===== src/hw/gpc_map.svh =====
// register map, field positions and timing constants for the pin control block
// What this block does
// (RQ1) direction bit: 0 output, 1 input, reset input
// (RQ2) pull field: none, down, up, 11 reserved
// (RQ3) edge mode 0: single edge, reset value
// (RQ4) single edge: rising non-inverted, falling inverted
// (RQ5) edge mode 1: both edges, polarity ignored
// (RQ6) supply select: interface 0, always-on 1
// (RQ7) polarity: 0 inverted, 1 non-inverted, reset 1
// (RQ8) output type: 0 push-pull, 1 open-drain
// (RQ9) enable 0 tri-states pin, reset 0
// (RQ10) input codes 0/1: debounced or plain input
// (RQ11) input codes 2-6: power control requests
// (RQ12) input codes 7-9: watchdog, voltage-scale selects
// (RQ13) input codes 10-13: hardware enables and controls
// (RQ14) input codes 14/15: debounced hardware controls
// (RQ15) output codes 0/1: output value, 32k oscillator
// (RQ16) output codes 2-4: state indicators, 5-7 reserved
// (RQ17) output codes 8-11: scaling done, power enables
// (RQ18) output codes 12/13: supply good, power good
// (RQ19) output codes 14/15: 2MHz clock, auxiliary reset
`ifndef GPC_MAP_SVH
`define GPC_MAP_SVH

// register indices; byte address is four times the index
`define GPC_CTRL_IDX 30'h0000403F
`define GPC_STAT_IDX 30'h00004100
`define GPC_OUTV_IDX 30'h00004101

`define GPC_CTRL_RESET 16'hA400
`define GPC_CTRL_WMASK 16'hFE8F
`define GPC_OUTV_RESET 1'h0

`define GPC_DIR_BIT 15
`define GPC_PULL_HI 14
`define GPC_PULL_LO 13
`define GPC_MODE_BIT 12
`define GPC_DOM_BIT 11
`define GPC_POL_BIT 10
`define GPC_OD_BIT 9
`define GPC_ENA_BIT 7
`define GPC_FN_HI 3
`define GPC_FN_LO 0

`define GPC_PULL_NONE 2'h0
`define GPC_PULL_DOWN 2'h1
`define GPC_PULL_UP 2'h2

`define GPC_FN_IN_GPIO_DB 4'h0
`define GPC_FN_IN_GPIO 4'h1
`define GPC_FN_IN_PWR_ONOFF 4'h2
`define GPC_FN_IN_SLP_WAKE 4'h3
`define GPC_FN_IN_SLP_WAKE_DB 4'h4
`define GPC_FN_IN_SLEEP 4'h5
`define GPC_FN_IN_PWR_ON 4'h6
`define GPC_FN_IN_WDOG 4'h7
`define GPC_FN_IN_VOLTAGE_SCALE_SELECT_ONE 4'h8
`define GPC_FN_IN_VOLTAGE_SCALE_SELECT_TWO 4'h9
`define GPC_FN_IN_HWEN1 4'hA
`define GPC_FN_IN_HWEN2 4'hB
`define GPC_FN_IN_HWCTL1 4'hC
`define GPC_FN_IN_HWCTL2 4'hD
`define GPC_FN_IN_HWCTL1_DB 4'hE
`define GPC_FN_IN_HWCTL2_DB 4'hF

// long debounce time, not given; plain default
`define GPC_LONG_DB_US 1000
`define GPC_CLK_MHZ 100
`define GPC_LONG_DB_CYCLES (`GPC_LONG_DB_US * `GPC_CLK_MHZ)

`endif


===== src/hw/gpc_pkg.sv =====
// types shared by the pin control block
`default_nettype none
package gpc_pkg;
	typedef logic [3:0] gpc_fn_t;
	typedef logic [1:0] gpc_pull_t;
	typedef struct packed {
		logic dir_in;
		gpc_pull_t pull;
		logic both_edges;
		logic dom_always_on;
		logic non_inverted;
		logic open_drain;
		logic rsvd8;
		logic enable;
		logic [2:0] rsvd6_4;
		gpc_fn_t fn;
	} gpc_ctrl_s;
endpackage
`default_nettype wire


===== src/hw/gpc_debounce.sv =====
// optional long debounce filter for the synchronised pin level
`timescale 1ns/1ps
`default_nettype none
module gpc_debounce #(
	parameter int CYCLES = 100000
) (
	input wire logic clk,
	input wire logic rst,
	input wire logic long_en,
	input wire logic level_in,
	output logic level_out
);
	localparam int CW = $clog2(CYCLES + 1);
	localparam logic [CW-1:0] LAST = CW'(CYCLES - 1);

	logic [CW-1:0] count;
	logic stable;

	wire differs = level_in != stable;
	wire expired = count == LAST;

	always_ff @(posedge clk) begin
		if (rst) begin
			count <= '0;
			stable <= 1'b0;
		end else if (!long_en || (differs && expired)) begin
			count <= '0;
			stable <= level_in;
		end else if (differs) begin
			count <= count + CW'(1);
		end else begin
			count <= '0;
		end
	end

	// short path bypasses the filter entirely
	assign level_out = long_en ? stable : level_in;
endmodule // gpc_debounce
`default_nettype wire


===== src/hw/gpc_pin_control.sv =====
// control logic of one general-purpose pin with its APB register slave
`timescale 1ns/1ps
`default_nettype none
`include "gpc_map.svh"
module gpc_pin_control #(
	parameter int DEBOUNCE_CYCLES = `GPC_LONG_DB_CYCLES
) (
	input wire logic CLK_SYS,
	input wire logic RST,
	// APB slave
	input wire logic PSEL,
	input wire logic PENABLE,
	input wire logic PWRITE,
	input wire logic [31:0] PADDR,
	input wire logic [31:0] PWDATA,
	input wire logic [3:0] PSTRB,
	output logic [31:0] PRDATA,
	output logic PREADY,
	output logic PSLVERR,
	// pad
	input wire logic PIN_IN,
	output logic PIN_OUT,
	output logic PIN_OE,
	output logic PULL_UP_EN,
	output logic PULL_DOWN_EN,
	output logic SUPPLY_DOMAIN_SEL,
	// sources for output functions
	input wire logic OSC_32K,
	input wire logic STATE_ON,
	input wire logic STATE_SLEEP,
	input wire logic STATE_CHANGE,
	input wire logic VOLTAGE_SCALE_SELECT_ONE_DONE,
	input wire logic VOLTAGE_SCALE_SELECT_TWO_DONE,
	input wire logic EXT_PWR_EN1,
	input wire logic EXT_PWR_EN2,
	input wire logic SYSTEM_SUPPLY_GOOD,
	input wire logic CONVERTER_POWER_GOOD,
	input wire logic EXT_PWR_CLK_2M,
	input wire logic AUX_RESET,
	// input function results
	output logic GPIO_IN,
	output logic REQ_PWR_ONOFF,
	output logic REQ_SLEEP_WAKE,
	output logic REQ_SLEEP,
	output logic REQ_PWR_ON,
	output logic WDOG_RESET_IN,
	output logic VOLTAGE_SCALE_SELECT_ONE,
	output logic VOLTAGE_SCALE_SELECT_TWO,
	output logic HW_ENABLE1,
	output logic HW_ENABLE2,
	output logic HW_CONTROL1,
	output logic HW_CONTROL2,
	output logic PIN_EDGE_EVENT
);
	localparam int NFN = 16;

	// control register and its fields
	logic [15:0] ctrl;
	logic gpio_out_value;
	gpc_pkg::gpc_ctrl_s cfg;
	assign cfg = gpc_pkg::gpc_ctrl_s'(ctrl);

	wire pin_direction = ctrl[`GPC_DIR_BIT];
	wire irq_edge_mode = ctrl[`GPC_MODE_BIT];
	wire pin_polarity = ctrl[`GPC_POL_BIT];
	wire pin_enable = ctrl[`GPC_ENA_BIT];
	wire [3:0] pin_function = ctrl[`GPC_FN_HI:`GPC_FN_LO];

	// APB decode: word aligned, whole index compared
	wire aligned = PADDR[1:0] == 2'h0;
	wire [29:0] word_idx = PADDR[31:2];
	wire hit_ctrl = aligned && word_idx == `GPC_CTRL_IDX;
	wire hit_stat = aligned && word_idx == `GPC_STAT_IDX;
	wire hit_outv = aligned && word_idx == `GPC_OUTV_IDX;
	wire mapped = hit_ctrl || hit_stat || hit_outv;
	wire setup_ph = PSEL && !PENABLE;
	wire access_ph = PSEL && PENABLE;
	wire wr_commit = access_ph && PWRITE && mapped;

	// byte lanes 0 and 1 carry the control word
	wire [15:0] lane_mask = {{8{PSTRB[1]}}, {8{PSTRB[0]}}};
	wire [15:0] wr_bits = lane_mask & `GPC_CTRL_WMASK;
	wire [15:0] next_ctrl = (ctrl & ~wr_bits) | (PWDATA[15:0] & wr_bits);

	// pin synchroniser
	logic pin_meta;
	logic pin_sync;
	// oscillator comes from its own crystal domain
	logic osc_meta;
	logic osc_sync;

	always_ff @(posedge CLK_SYS) begin
		if (RST) begin
			pin_meta <= 1'b0;
			pin_sync <= 1'b0;
			osc_meta <= 1'b0;
			osc_sync <= 1'b0;
		end else begin
			pin_meta <= PIN_IN;
			pin_sync <= pin_meta;
			osc_meta <= OSC_32K;
			osc_sync <= osc_meta;
		end
	end

	// input mode is direction set; active input also needs the pin enabled
	wire in_mode = pin_direction; // RQ1
	wire in_active = in_mode && pin_enable; // RQ9

	// long debounce only for the four codes that ask for it
	wire fn_db = pin_function == `GPC_FN_IN_GPIO_DB; // RQ10
	wire fn_sw_db = pin_function == `GPC_FN_IN_SLP_WAKE_DB; // RQ11
	wire fn_hc_db = pin_function == `GPC_FN_IN_HWCTL1_DB ||
		pin_function == `GPC_FN_IN_HWCTL2_DB; // RQ14
	wire long_db = in_mode && (fn_db || fn_sw_db || fn_hc_db);

	logic pin_filtered;

	gpc_debounce #(
		.CYCLES(DEBOUNCE_CYCLES)
	) u_debounce (
		.clk(CLK_SYS),
		.rst(RST),
		.long_en(long_db),
		.level_in(pin_sync),
		.level_out(pin_filtered)
	);

	// logical level: inverted polarity reads a low pin as asserted
	wire in_level = pin_polarity ? pin_filtered : !pin_filtered; // RQ7

	// edge detection on the logical level
	logic level_prev;
	logic edge_event;
	wire rise = in_level && !level_prev;
	wire fall = !in_level && level_prev;
	// logical rise is a pin rise when non-inverted, a pin fall when inverted
	wire single_hit = !irq_edge_mode && rise; // RQ3 RQ4
	wire both_hit = irq_edge_mode && (rise || fall); // RQ5
	wire next_edge = in_active && (single_hit || both_hit);

	always_ff @(posedge CLK_SYS) begin
		if (RST) begin
			level_prev <= 1'b0;
			edge_event <= 1'b0;
		end else begin
			level_prev <= in_level;
			edge_event <= next_edge;
		end
	end

	// input function decode, one hit per code
	logic [NFN-1:0] fn_hit;
	genvar gi;
	generate
		for (gi = 0; gi < NFN; gi++) begin : g_fn
			assign fn_hit[gi] = in_active && in_level &&
				pin_function == 4'(gi);
		end
	endgenerate

	wire next_gpio = fn_hit[`GPC_FN_IN_GPIO_DB] || fn_hit[`GPC_FN_IN_GPIO]; // RQ10
	wire next_onoff = fn_hit[`GPC_FN_IN_PWR_ONOFF]; // RQ11
	wire next_slpwk = fn_hit[`GPC_FN_IN_SLP_WAKE] ||
		fn_hit[`GPC_FN_IN_SLP_WAKE_DB]; // RQ11
	wire next_sleep = fn_hit[`GPC_FN_IN_SLEEP]; // RQ11
	wire next_pwron = fn_hit[`GPC_FN_IN_PWR_ON]; // RQ11
	wire next_wdog = fn_hit[`GPC_FN_IN_WDOG]; // RQ12
	wire next_voltage_scale_select_one = fn_hit[`GPC_FN_IN_VOLTAGE_SCALE_SELECT_ONE]; // RQ12
	wire next_voltage_scale_select_two = fn_hit[`GPC_FN_IN_VOLTAGE_SCALE_SELECT_TWO]; // RQ12
	wire next_hwen1 = fn_hit[`GPC_FN_IN_HWEN1]; // RQ13
	wire next_hwen2 = fn_hit[`GPC_FN_IN_HWEN2]; // RQ13
	wire next_hwc1 = fn_hit[`GPC_FN_IN_HWCTL1] ||
		fn_hit[`GPC_FN_IN_HWCTL1_DB]; // RQ13 RQ14
	wire next_hwc2 = fn_hit[`GPC_FN_IN_HWCTL2] ||
		fn_hit[`GPC_FN_IN_HWCTL2_DB]; // RQ13 RQ14

	always_ff @(posedge CLK_SYS) begin
		if (RST) begin
			GPIO_IN <= 1'b0;
			REQ_PWR_ONOFF <= 1'b0;
			REQ_SLEEP_WAKE <= 1'b0;
			REQ_SLEEP <= 1'b0;
			REQ_PWR_ON <= 1'b0;
			WDOG_RESET_IN <= 1'b0;
			VOLTAGE_SCALE_SELECT_ONE <= 1'b0;
			VOLTAGE_SCALE_SELECT_TWO <= 1'b0;
			HW_ENABLE1 <= 1'b0;
			HW_ENABLE2 <= 1'b0;
			HW_CONTROL1 <= 1'b0;
			HW_CONTROL2 <= 1'b0;
		end else begin
			GPIO_IN <= next_gpio;
			REQ_PWR_ONOFF <= next_onoff;
			REQ_SLEEP_WAKE <= next_slpwk;
			REQ_SLEEP <= next_sleep;
			REQ_PWR_ON <= next_pwron;
			WDOG_RESET_IN <= next_wdog;
			VOLTAGE_SCALE_SELECT_ONE <= next_voltage_scale_select_one;
			VOLTAGE_SCALE_SELECT_TWO <= next_voltage_scale_select_two;
			HW_ENABLE1 <= next_hwen1;
			HW_ENABLE2 <= next_hwen2;
			HW_CONTROL1 <= next_hwc1;
			HW_CONTROL2 <= next_hwc2;
		end
	end

	// output function sources, indexed by function code
	wire [NFN-1:0] out_src = {
		AUX_RESET, // RQ19
		EXT_PWR_CLK_2M, // RQ19
		CONVERTER_POWER_GOOD, // RQ18
		SYSTEM_SUPPLY_GOOD, // RQ18
		EXT_PWR_EN2, // RQ17
		EXT_PWR_EN1, // RQ17
		VOLTAGE_SCALE_SELECT_TWO_DONE, // RQ17
		VOLTAGE_SCALE_SELECT_ONE_DONE, // RQ17
		3'h0, // RQ16
		STATE_CHANGE, // RQ16
		STATE_SLEEP, // RQ16
		STATE_ON, // RQ16
		osc_sync, // RQ15
		gpio_out_value // RQ15
	};
	wire out_logical = out_src[pin_function];
	// reserved codes drive the inactive level, not a raw zero on the pad
	wire next_pin_level = pin_polarity ? out_logical : !out_logical; // RQ7

	// pad flops load what ctrl becomes at this same edge, but the pin level from ctrl as it was,
	// so drive, pulls and supply switch with the register while the pin level lags a ctrl write by a cycle
	wire ctrl_load = wr_commit && hit_ctrl;
	wire [15:0] ctrl_after = ctrl_load ? next_ctrl : ctrl;
	wire drive_after = !ctrl_after[`GPC_DIR_BIT] && ctrl_after[`GPC_ENA_BIT]; // RQ1 RQ9
	wire od_after = ctrl_after[`GPC_OD_BIT];
	wire [1:0] pull_after = ctrl_after[`GPC_PULL_HI:`GPC_PULL_LO];
	// reset word, so the pad flops start where ctrl does
	wire [15:0] ctrl_start = `GPC_CTRL_RESET;
	wire [1:0] pull_start = ctrl_start[`GPC_PULL_HI:`GPC_PULL_LO];

	always_ff @(posedge CLK_SYS) begin
		if (RST) begin
			PIN_OUT <= 1'b0;
			PIN_OE <= 1'b0;
			PULL_UP_EN <= pull_start == `GPC_PULL_UP;
			PULL_DOWN_EN <= pull_start == `GPC_PULL_DOWN;
			SUPPLY_DOMAIN_SEL <= ctrl_start[`GPC_DOM_BIT];
		end else begin
			// open drain only pulls low; high is released to the pull or outside
			PIN_OUT <= !od_after && next_pin_level; // RQ8
			PIN_OE <= drive_after && (!od_after || !next_pin_level); // RQ8 RQ9
			// reserved pull code enables neither resistor
			PULL_UP_EN <= pull_after == `GPC_PULL_UP; // RQ2
			PULL_DOWN_EN <= pull_after == `GPC_PULL_DOWN; // RQ2
			SUPPLY_DOMAIN_SEL <= ctrl_after[`GPC_DOM_BIT]; // RQ6
		end
	end
	assign PIN_EDGE_EVENT = edge_event;

	// register writes commit in the access phase
	always_ff @(posedge CLK_SYS) begin
		if (RST) begin
			ctrl <= `GPC_CTRL_RESET; // RQ1 RQ2 RQ3 RQ6 RQ7 RQ8 RQ9 RQ10
		end else if (wr_commit && hit_ctrl) begin
			ctrl <= next_ctrl;
		end
	end

	always_ff @(posedge CLK_SYS) begin
		if (RST) begin
			gpio_out_value <= `GPC_OUTV_RESET;
		end else if (wr_commit && hit_outv && PSTRB[0]) begin
			gpio_out_value <= PWDATA[0];
		end
	end

	// status: raw pin, filtered pin, logical level, driving
	wire [31:0] stat_word = {
		28'h0,
		PIN_OE,
		in_level,
		pin_filtered,
		pin_sync
	};
	wire [31:0] rd_word = hit_ctrl ? {16'h0, cfg} :
		hit_stat ? stat_word :
		hit_outv ? {31'h0, gpio_out_value} :
		32'h0;

	// read data captured in setup so it comes from a flop in access
	always_ff @(posedge CLK_SYS) begin
		if (RST) begin
			PRDATA <= 32'h0;
		end else if (setup_ph) begin
			PRDATA <= PWRITE ? 32'h0 : rd_word;
		end
	end

	assign PREADY = 1'b1;
	// unmapped or misaligned access answers with an error, nothing written
	assign PSLVERR = access_ph && !mapped;
endmodule // gpc_pin_control
`default_nettype wire


===== config.mk =====
export PLATFORM = sky130hd
export DESIGN_NAME = gpc_pin_control
export DESIGN_NICKNAME = d
export VERILOG_FILES = /design/src/hw/gpc_pkg.sv /design/src/hw/gpc_debounce.sv /design/src/hw/gpc_pin_control.sv
export VERILOG_INCLUDE_DIRS = /design/src /design/src/hw
export SDC_FILE = /design/constraint.sdc
export NUM_CORES = 1
export LEC_CHECK = 0
export BUFFER_PORTS_ARGS = -buffer_cell sky130_fd_sc_hd__buf_2
export CORE_MARGIN = 2
export CORE_UTILIZATION = 41
export CTS_BUF_LIST = sky130_fd_sc_hd__clkbuf_4 sky130_fd_sc_hd__clkbuf_8
export DETAILED_ROUTE_END_ITERATION = 16
export GPL_TIMING_DRIVEN = 0
export HOLD_SLACK_MARGIN = 0.08
export PLACE_DENSITY = 0.68
export SLEW_MARGIN = 20
export SYNTH_ARGS = -nofsm -noshare
export SYNTH_HDL_FRONTEND = slang
export SYNTH_SLANG_ARGS = --single-unit

===== constraint.sdc =====
create_clock -name CLK_SYS -period 4.55 [get_ports CLK_SYS]
set_input_delay 0.2275 -clock CLK_SYS [delete_from_list [all_inputs] [get_ports CLK_SYS]]
set_output_delay 0.2275 -clock CLK_SYS [all_outputs]
set_load 0.02 [all_outputs]

==> flow_metrics.env, run 1 <==
export IMPL_status="finished, final reports clean"
export IMPL_gp_congestion=0.830
export IMPL_worstHoldPathCells=2
export IMPL_fin_hold_ws_ns=0.115
export IMPL_via_per_inst=4.85
export IMPL_final_cell_mix="buf_2, dfxtp_1, nor2_1"
export IMPL_p_leak_nw=1.63
export IMPL_drt_total_wl_um=7370
export IMPL_final_antenna_net_count=0
export IMPL_period_needed_ns=2.45
export IMPL_postLayoutCoreUtil=0.543
export IMPL_finalClockSkew_ns=0.00891
export IMPL_antenna_found_initial=0
export IMPL_num_nets_final=546
export IMPL_pre_cts_slack_ns=2.11
export IMPL_peakVddDrop_v=0.000176
export IMPL_cp_required_ns=4.80
export IMPL_cts_sinks=65
export IMPL_synth_area_um2=3040
export IMPL_synth_edf_count=0
export IMPL_max_clock_freq_ghz=0.408
export IMPL_core_region_area_um2=7210
export IMPL_relSlewSlack=0.632
export IMPL_placed_cell_area_um2=3700
export IMPL_synth_cells=334
export IMPL_r2r_end="PIN_EDGE_EVENT"
export IMPL_portBuffers=94
export IMPL_grt_usage=0.182
export IMPL_clkSlewWorstSetupHoldPaths_ns=0.07
export IMPL_htree_num_levels=3
export IMPL_ys_seq_area_frac=0.429
export IMPL_period_share=0.539
export IMPL_start_util=0.421
export IMPL_area_delta_synth_final_pct=29.0
export IMPL_ios=138
export IMPL_synth_largest_area_cell="dfxtp_1"
export IMPL_hold_violations=0
export IMPL_final_common_cell="buf_2"
export IMPL_cts_root_buf="clkbuf_8"
export IMPL_cts_hold_buffers=0
export IMPL_drv_slew=0
export IMPL_ff2ff_setup_slack_ns=2.10
export IMPL_hold_path_startpoint="PWDATA[10]"
export IMPL_crit_arrival_ns=2.70
export IMPL_hold_path_class="input pin to register"
export IMPL_grt_pass1_vias=2600
export IMPL_drt_initial_drc_count=117
export IMPL_drive_gt1_frac=0.315
export IMPL_synth_top_area_frac=0.429
export IMPL_max_slew_worst_pin_slew_ns=0.551
export IMPL_dpl_hpwl_um=5640
export IMPL_drc_errors=0
export IMPL_cts_repair_resized=0
export IMPL_grt_setup_unrepaired="no"
export IMPL_drtPass1Iterations=4
export IMPL_synth_avg_cell_area_um2=9.09
export IMPL_cts_tree="yes"
export IMPL_dieWidth_um=90.0
export IMPL_cts_buffers=9
export IMPL_clk_latency_ns=0.34
export IMPL_fin_area_um2=3920
export IMPL_p_total_mw=1.19
export IMPL_grt_max_degree=12
export IMPL_overflow=0
export IMPL_drv_cap=0
export IMPL_async_flop_share=0
export IMPL_die_area_um2=8110
export IMPL_path_max_fanout=10
export IMPL_tns_ns=0
export IMPL_critPathCaptureType="register"
export IMPL_power_density_nw_per_um2=303
export IMPL_rr_worst_depth=9
export IMPL_antenna_cells=0
export IMPL_final_setup_viol_count=0
export IMPL_cts_setup_buffers=0
export IMPL_cts_path_max_buffers=2
export IMPL_synth_area_top_cells="dfxtp_1, buf_4, nor2_1"
export IMPL_wl_per_cell_um=13.1
export IMPL_cp_start_kind="register"
export IMPL_synthFlopType="dfxtp_1"
export IMPL_grt_pass1_wl_um=12100
export IMPL_critPathKind="register to register"
export IMPL_setup_slack_ns=2.10
export IMPL_yosys_warnings=0
export IMPL_finalNonFillerCells=562
export IMPL_ys_seq_elements=65
export IMPL_die_h_um=90.0
export IMPL_num_rows=31
export IMPL_synth_cell_types=49
export IMPL_dp_cells=546
export IMPL_dr_total_vias=2723
[cell type report]
type / count / area (um^2)
buffer: 37 / 245
clock buffer: 10 / 131
clock inverter: 6 / 82.6
fill: 679 / 3300
inverter: 10 / 37.5
multi-input combinational: 241 / 1520
sequential: 65 / 1300
tap: 99 / 124
timing repair buffer: 94 / 470
[cell families after synthesis]
family,after synthesis,share of synthesized area
simple gates,153,0.279
flops,65,0.429
buf+inv,47,0.0932
compound gates,30,0.0664
mux,18,0.0725
xor+xnor,17,0.0491
fa+ha+maj,2,0.00824
other cells,2,0.00247
[worst max-delay path, cell delays in order (launching register included)]
cell and delay (ns):
dfxtp_1 0.31, clkbuf_1 0.29, nor3_1 0.13, o21ai_0 0.28, o21ai_0 0.18, nand2_1 0.19
clkbuf_1 0.38, inv_1 0.09, ha_1 0.28, a211oi_1 0.23
[where the power goes]
group	internal (mW)	switching (mW)	leakage [nW]
combinational	0.0401	0.0464	0.992
sequential	0.571	0.00108	0.524
clock	0.312	0.218	0.109
[metal layers]
layer,track usage,part of all wire,wire (um),up-vias
met1,0.216,0.43,3150,1232
met2,0.313,0.49,3600,98
met4,0.0628,0.014,106,0
li1,-,-,-,1382
met5,0,0,0,-
met3,0.0553,0.069,506,11
[worst max path at each step]
| stage | start | end | slack [ns] |
|---|---|---|---|
| 3_5_place_dp | register | PIN_EDGE_EVENT | 2.11 |
| 5_1_grt | register | PIN_EDGE_EVENT | 1.82 |
| 3_3_place_gp | register | PIN_EDGE_EVENT | 2.17 |
| 6_report | register | PIN_EDGE_EVENT | 2.10 |
| 2_1_floorplan | u_debounce.count[12] | u_debounce.count[11] | 2.45 |
| 4_1_cts | register | PIN_EDGE_EVENT | 2.08 |
[synthesized netlist by cell type, types with 8 or more instances]
cell,number
a21oi_1,13
buf_4,22
clkbuf_1,10
dfxtp_1,65
inv_1,10
mux2i_1,13
nand2_1,26
nand3_1,8
nand4_1,15
nor2_1,38
nor2b_1,12
nor3_1,8
nor4_1,16
xnor2_1,8
xor2_1,9
Note: power is estimated with default switching activity, not from simulation.
==> run 2, diff against run 1 <==
--- a/config.mk
+++ b/config.mk
@@ -6,6 +6,7 @@
 export SDC_FILE = /design/constraint.sdc
 export NUM_CORES = 1
 export LEC_CHECK = 0
+export ABC_AREA = 1
 export BUFFER_PORTS_ARGS = -buffer_cell sky130_fd_sc_hd__buf_2
 export CORE_MARGIN = 2
 export CORE_UTILIZATION = 41
@@ -13,7 +14,7 @@
 export DETAILED_ROUTE_END_ITERATION = 16
 export GPL_TIMING_DRIVEN = 0
 export HOLD_SLACK_MARGIN = 0.08
-export PLACE_DENSITY = 0.68
+export PLACE_DENSITY = 0.69
 export SLEW_MARGIN = 20
 export SYNTH_ARGS = -nofsm -noshare
 export SYNTH_HDL_FRONTEND = slang
==> constraint.sdc (replaced) <==
create_clock -name CLK_SYS -period 2.01 [get_ports CLK_SYS]
set_input_delay 0.1005 -clock CLK_SYS [delete_from_list [all_inputs] [get_ports CLK_SYS]]
set_output_delay 0.1005 -clock CLK_SYS [all_outputs]
set_load 0.02 [all_outputs]
==> flow_metrics.env, run 2 <==
export IMPL_synth_largest_area_cell="dfxtp_1"
export IMPL_drt_initial_drc_count=97
export IMPL_num_rows=33
export IMPL_hold_path_class="input pin to register"
export IMPL_drtPass1Iterations=4
export IMPL_pre_cts_slack_ns=0.0338
export IMPL_max_clock_freq_ghz=0.529
export IMPL_tns_ns=0
export IMPL_ios=138
export IMPL_finalClockSkew_ns=0.0114
export IMPL_yosysMostFrequentCell="nand2_1"
export IMPL_cts_root_buf="clkbuf_8"
export IMPL_grt_pass1_wl_um=13900
export IMPL_power_density_nw_per_um2=618
export IMPL_num_nets_final=704
export IMPL_synth_cell_types=45
export IMPL_status="finished, final reports clean"
export IMPL_synth_area_top_cells="dfxtp_1, nand2_1, inv_1"
export IMPL_final_antenna_net_count=0
export IMPL_synth_top_area_frac=0.376
export IMPL_worst_path_dominant_cell_family="simple AND/OR/NAND/NOR gates"
export IMPL_period_share=0.941
export IMPL_overflow=0
export IMPL_portBuffers=94
export IMPL_cp_cell_sequence="buf_4 -> inv_4 -> nand2_2 -> nand2_4 -> nand2_2 -> nand2_1 -> nand3_2 -> nand2_4 -> inv_6 -> ha_1 -> a2111oi_2"
export IMPL_drive_gt1_frac=0.304
export IMPL_cts_tree="yes"
export IMPL_p_leak_nw=2.15
export IMPL_critPathMaxStageDelay_ns=0.35
export IMPL_async_flop_share=0
export IMPL_slowest_stage="a2111oi_2"
export IMPL_synth_area_um2=3460
export IMPL_drv_slew=0
export IMPL_final_setup_viol_count=0
export IMPL_final_common_cell="nand2_1"
export IMPL_cp_start_kind="register"
export IMPL_cts_buffers=9
export IMPL_hold_violations=0
export IMPL_cp_required_ns=2.25
export IMPL_drt_total_wl_um=8260
export IMPL_synthFlopType="dfxtp_1"
export IMPL_grt_max_degree=14
export IMPL_die_area_um2=9190
export IMPL_synth_avg_cell_area_um2=7.25
export IMPL_clkSlewWorstSetupHoldPaths_ns=0.08
export IMPL_dpl_hpwl_um=6220
export IMPL_period_needed_ns=1.89
export IMPL_critPathCaptureType="register"
export IMPL_critPathKind="register to register"
export IMPL_dieWidth_um=95.8
export IMPL_antenna_found_initial=0
export IMPL_htree_num_levels=3
export IMPL_area_delta_synth_final_pct=30.5
export IMPL_cts_path_max_buffers=2
export IMPL_via_per_inst=4.63
export IMPL_synth_cells=477
export IMPL_relSlewSlack=0.645
export IMPL_peakVddDrop_v=0.000442
export IMPL_drv_cap=0
export IMPL_path_max_fanout=10
export IMPL_yosys_warnings=0
export IMPL_ys_seq_area_frac=0.376
export IMPL_cts_sinks=65
export IMPL_path_buf_inv=3
export IMPL_gp_congestion=0.848
export IMPL_ys_seq_elements=65
export IMPL_final_cell_mix="nand2_1, buf_2, dfxtp_1"
export IMPL_setup_slack_ns=0.119
export IMPL_dr_total_vias=3360
export IMPL_crit_arrival_ns=2.14
export IMPL_core_region_area_um2=8220
export IMPL_antenna_cells=0
export IMPL_max_slew_worst_pin_slew_ns=0.532
export IMPL_synth_common_cells="nand2_1, dfxtp_1, inv_1"
export IMPL_wl_per_cell_um=11.4
export IMPL_grt_usage=0.195
export IMPL_start_util=0.421
export IMPL_synth_edf_count=0
export IMPL_drc_errors=0
export IMPL_fillers=780
export IMPL_die_h_um=95.8
export IMPL_clk_latency_ns=0.35
export IMPL_grt_setup_unrepaired="no"
export IMPL_grt_pass1_vias=3155
==> run 2: cell count changes after synthesis, moves of 8 or more <==
cell	previous run	this run
nand3_1	8	31
a21oi_1	13	25
nor2_1	38	50
inv_1	10	54
inv_2	0	8
nand2_1	26	118
nor4_1	16	1
nor2b_1	12	0
mux2i_1	13	0
==> run 2: worst min-delay path, delay by kind of cell <==
| kind | cells | cell delay, ns |
|---|---|---|
| AND/OR/NAND/NOR | 2 | 0.18 |
| buffers and inverters | 1 | 0.09 |
| AO/OA/AOI/OAI | 1 | 0.05 |
==> run 2: final timing paths <==
check / startpoint / end / slack (ns) / cells past startpoint
worst min-delay path: PWRITE / PRDATA[3] / 0.11 / 4
worst max-delay path: register / PIN_EDGE_EVENT / 0.12 / 11
worst max register to register: register / PIN_EDGE_EVENT / 0.12 / 11
worst min register to register: pin_meta / pin_sync / 0.41 / 2
==> run 2: per-layer routing <==
metal / track usage / up-vias / routed length, um
li1: - / 1743 / -
met4: 0.0679 / 0 / 166
met3: 0.0603 / 12 / 505
met1: 0.232 / 1514 / 3560
met5: 0 / - / 0
met2: 0.332 / 91 / 4030
==> run 2: repair_timing <==
item                                    in CTS  in global routing
hold endpoints to repair                    17                  0
gates resized for setup                      0                  4
hold buffers                                15                  0
endpoints found under the setup margin       0                  1
setup buffers                                0                  0
==> run 2: logic make-up (layout without fill, tap and decap cells) <==
family | after synthesis | in the layout | share of synthesized area
flops | 65 | 65 | 0.376
other cells | 2 | 21 | 0.00217
xor+xnor | 9 | 9 | 0.0228
simple gates | 264 | 264 | 0.389
buf+inv | 96 | 221 | 0.136
fa+ha+maj | 2 | 2 | 0.00723
compound gates | 39 | 39 | 0.0662
==> run 2: layout make-up <==
type / instances / area (um^2) / area share
well taps: 105 / 131 / 0.0291
clock inverters: 7 / 100 / 0.0222
clock buffers: 9 / 124 / 0.0274
inverters: 67 / 264 / 0.0585
repair buffers: 109 / 621 / 0.137
flip-flops and latches: 65 / 1300 / 0.289
plain buffers: 29 / 208 / 0.0460
multi-input cells: 335 / 1760 / 0.391
==> run 2: through the flow <==
step / total power, mW / std cells / cell area [um^2] / hold slack [ns] / util
6_report: 2.79 / 726 / 4510 / 0.112 / 0.549
5_1_grt: 2.90 / 726 / 4510 / 0.102 / 0.549
4_1_cts: 2.81 / 726 / 4510 / 0.0963 / 0.548
3_5_place_dp: 1.53 / 695 / 4130 / 0.310 / 0.503
3_3_place_gp: 1.53 / 695 / 4130 / 0.302 / 0.503
2_1_floorplan: 1.45 / 496 / 3530 / 0.190 / -
==> run 2: power breakdown <==
part / internal (mW) / switching (mW)
registers: 1.29 / 0.00257
logic: 0.112 / 0.122
clock network: 0.711 / 0.550
==> run 3, diff against run 2 <==
--- a/config.mk
+++ b/config.mk
@@ -14,7 +14,7 @@
 export DETAILED_ROUTE_END_ITERATION = 16
 export GPL_TIMING_DRIVEN = 0
 export HOLD_SLACK_MARGIN = 0.08
-export PLACE_DENSITY = 0.69
+export PLACE_DENSITY = 0.66
 export SLEW_MARGIN = 20
 export SYNTH_ARGS = -nofsm -noshare
 export SYNTH_HDL_FRONTEND = slang
==> constraint.sdc (replaced) <==
create_clock -name CLK_SYS -period 2 [get_ports CLK_SYS]
set_input_delay 0.1 -clock CLK_SYS [delete_from_list [all_inputs] [get_ports CLK_SYS]]
set_output_delay 0.1 -clock CLK_SYS [all_outputs]
set_load 0.02 [all_outputs]
==> flow_metrics.env, run 3 (synthesis results as in run 2) <==
export IMPL_status="finished, final reports clean"
export IMPL_max_clock_freq_ghz=0.557
export IMPL_multi_input_area_um2=1760
export IMPL_gp_congestion=0.881
export IMPL_placed_cell_area_um2=4130
export IMPL_grt_pass1_vias=3165
export IMPL_critPathKind="register to register"
export IMPL_final_cell_mix="nand2_1, buf_2, dfxtp_1"
export IMPL_final_common_cell="nand2_1"
export IMPL_grt_max_degree=13
export IMPL_fin_hold_ws_ns=0.0929
export IMPL_peakVddDrop_v=0.000385
export IMPL_critPathCaptureType="register"
export IMPL_die_area_um2=9190
export IMPL_period_needed_ns=1.80
export IMPL_drv_cap=0
export IMPL_num_rows=33
export IMPL_grt_usage=0.190
export IMPL_dpl_hpwl_um=6340
export IMPL_wl_per_cell_um=11.3
export IMPL_dr_total_vias=3323
export IMPL_cts_buffers=9
export IMPL_cp_start_kind="register"
export IMPL_dieWidth_um=95.8
export IMPL_tns_ns=0
export IMPL_seq_area_um2=1300
export IMPL_cts_setup_buffers=0
export IMPL_worstHoldPathCells=5
export IMPL_num_nets_final=702
export IMPL_htree_num_levels=3
export IMPL_drv_slew=0
export IMPL_rr_worst_depth=9
export IMPL_fin_area_um2=4460
export IMPL_via_per_inst=4.59
export IMPL_power_density_nw_per_um2=592
export IMPL_overflow=0
export IMPL_p_leak_nw=2.13
export IMPL_die_h_um=95.8
export IMPL_pre_cts_slack_ns=0.0847
export IMPL_fillers=813
export IMPL_clk_latency_ns=0.34
export IMPL_cp_required_ns=2.24
export IMPL_path_max_fanout=5
export IMPL_drc_errors=0
export IMPL_core_region_area_um2=8220
export IMPL_start_util=0.421
export IMPL_drive_gt1_frac=0.304
export IMPL_period_share=0.898
export IMPL_setup_slack_ns=0.204
export IMPL_finalNonFillerCells=724
export IMPL_drtPass1Iterations=4
export IMPL_dp_cells=695
export IMPL_area_delta_synth_final_pct=29.1
export IMPL_portBuffers=94
export IMPL_final_setup_viol_count=0
export IMPL_antenna_cells=0
export IMPL_cts_tree="yes"
export IMPL_antenna_found_initial=0
export IMPL_cts_sinks=65
export IMPL_hold_path_class="input pin to register"
export IMPL_drt_total_wl_um=8170
export IMPL_cts_root_buf="clkbuf_8"
export IMPL_clkSlewWorstSetupHoldPaths_ns=0.07
export IMPL_hold_violations=0
export IMPL_grt_pass1_wl_um=13700
export IMPL_drt_initial_drc_count=93
export IMPL_crit_arrival_ns=2.04
export IMPL_finalClockSkew_ns=0.00661
export IMPL_ios=138
export IMPL_cts_path_max_buffers=2
export IMPL_relSlewSlack=0.649
export IMPL_final_antenna_net_count=0
export IMPL_grt_setup_unrepaired="no"
export IMPL_max_slew_worst_pin_slew_ns=0.526
-- run 3: cell types whose count changed in the layout (fill, tap and decap cells not counted) --
cell	before	now
clkinvlp_4	0	1
inv_6	4	2
dfxtp_1	63	64
bufinv_16	2	1
dlygate4sd3_1	15	13
dfxtp_2	2	1
clkinv_2	1	3
-- run 3: final timing paths --
| check | slack [ns] | to | from |
|---|---|---|---|
| setup / recovery | 0.20 | PIN_EDGE_EVENT | register |
| setup reg to reg | 0.20 | PIN_EDGE_EVENT | register |
| hold / removal | 0.09 | PULL_UP_EN | PWDATA[14] |
| hold reg to reg | 0.40 | pin_sync | pin_meta |
-- run 3: power breakdown --
part | switching [mW] | leakage [nW] | total, mW | internal [mW]
Combinational | 0.122 | 1.50 | 0.232 | 0.110
Clock | 0.536 | 0.0994 | 1.11 | 0.575
Sequential | 0.00261 | 0.524 | 1.30 | 1.30
-- run 3: metrics by stage --
stage | utilization | power [mW]
6_report | 0.543 | 2.64
4_1_cts | 0.542 | 2.66
2_1_floorplan | - | 1.46
5_1_grt | 0.543 | 2.75
3_5_place_dp | 0.503 | 1.54
3_3_place_gp | 0.503 | 1.54
-- run 3: area by class of cell --
type / count / area share
Multi-Input combinational cell: 335 / 0.395
Clock buffer: 9 / 0.0278
Buffer: 29 / 0.0465
Clock inverter: 7 / 0.0157
Timing Repair Buffer: 107 / 0.135
Sequential cell: 65 / 0.292
Tap cell: 105 / 0.0294
Inverter: 67 / 0.0592
-- run 3: worst max-delay path, cell delays in order (launching register included) --
cell       delay, ns
dfxtp_1         0.46
nand2_2         0.16
nand2_4         0.12
nand2_2         0.07
nand2_1         0.10
nand3_2         0.08
nand2_4         0.10
inv_6           0.05
ha_1            0.28
a2111oi_2       0.28
-- run 3: metal layers --
layer  vias to the layer above  GRT usage  part of all wire
li1                       1745          -                 -
met1                      1471      0.235              0.45
met2                        91      0.321              0.48
met3                        16     0.0368             0.054
met4                         0     0.0810             0.022
met5                         -          0                 0
-- run 3: what timing repair did --
action	4_1_cts	5_1_grt
setup endpoints to repair	0	1
hold endpoints to repair	15	0
gates resized for setup	0	3
hold buffers	13	0
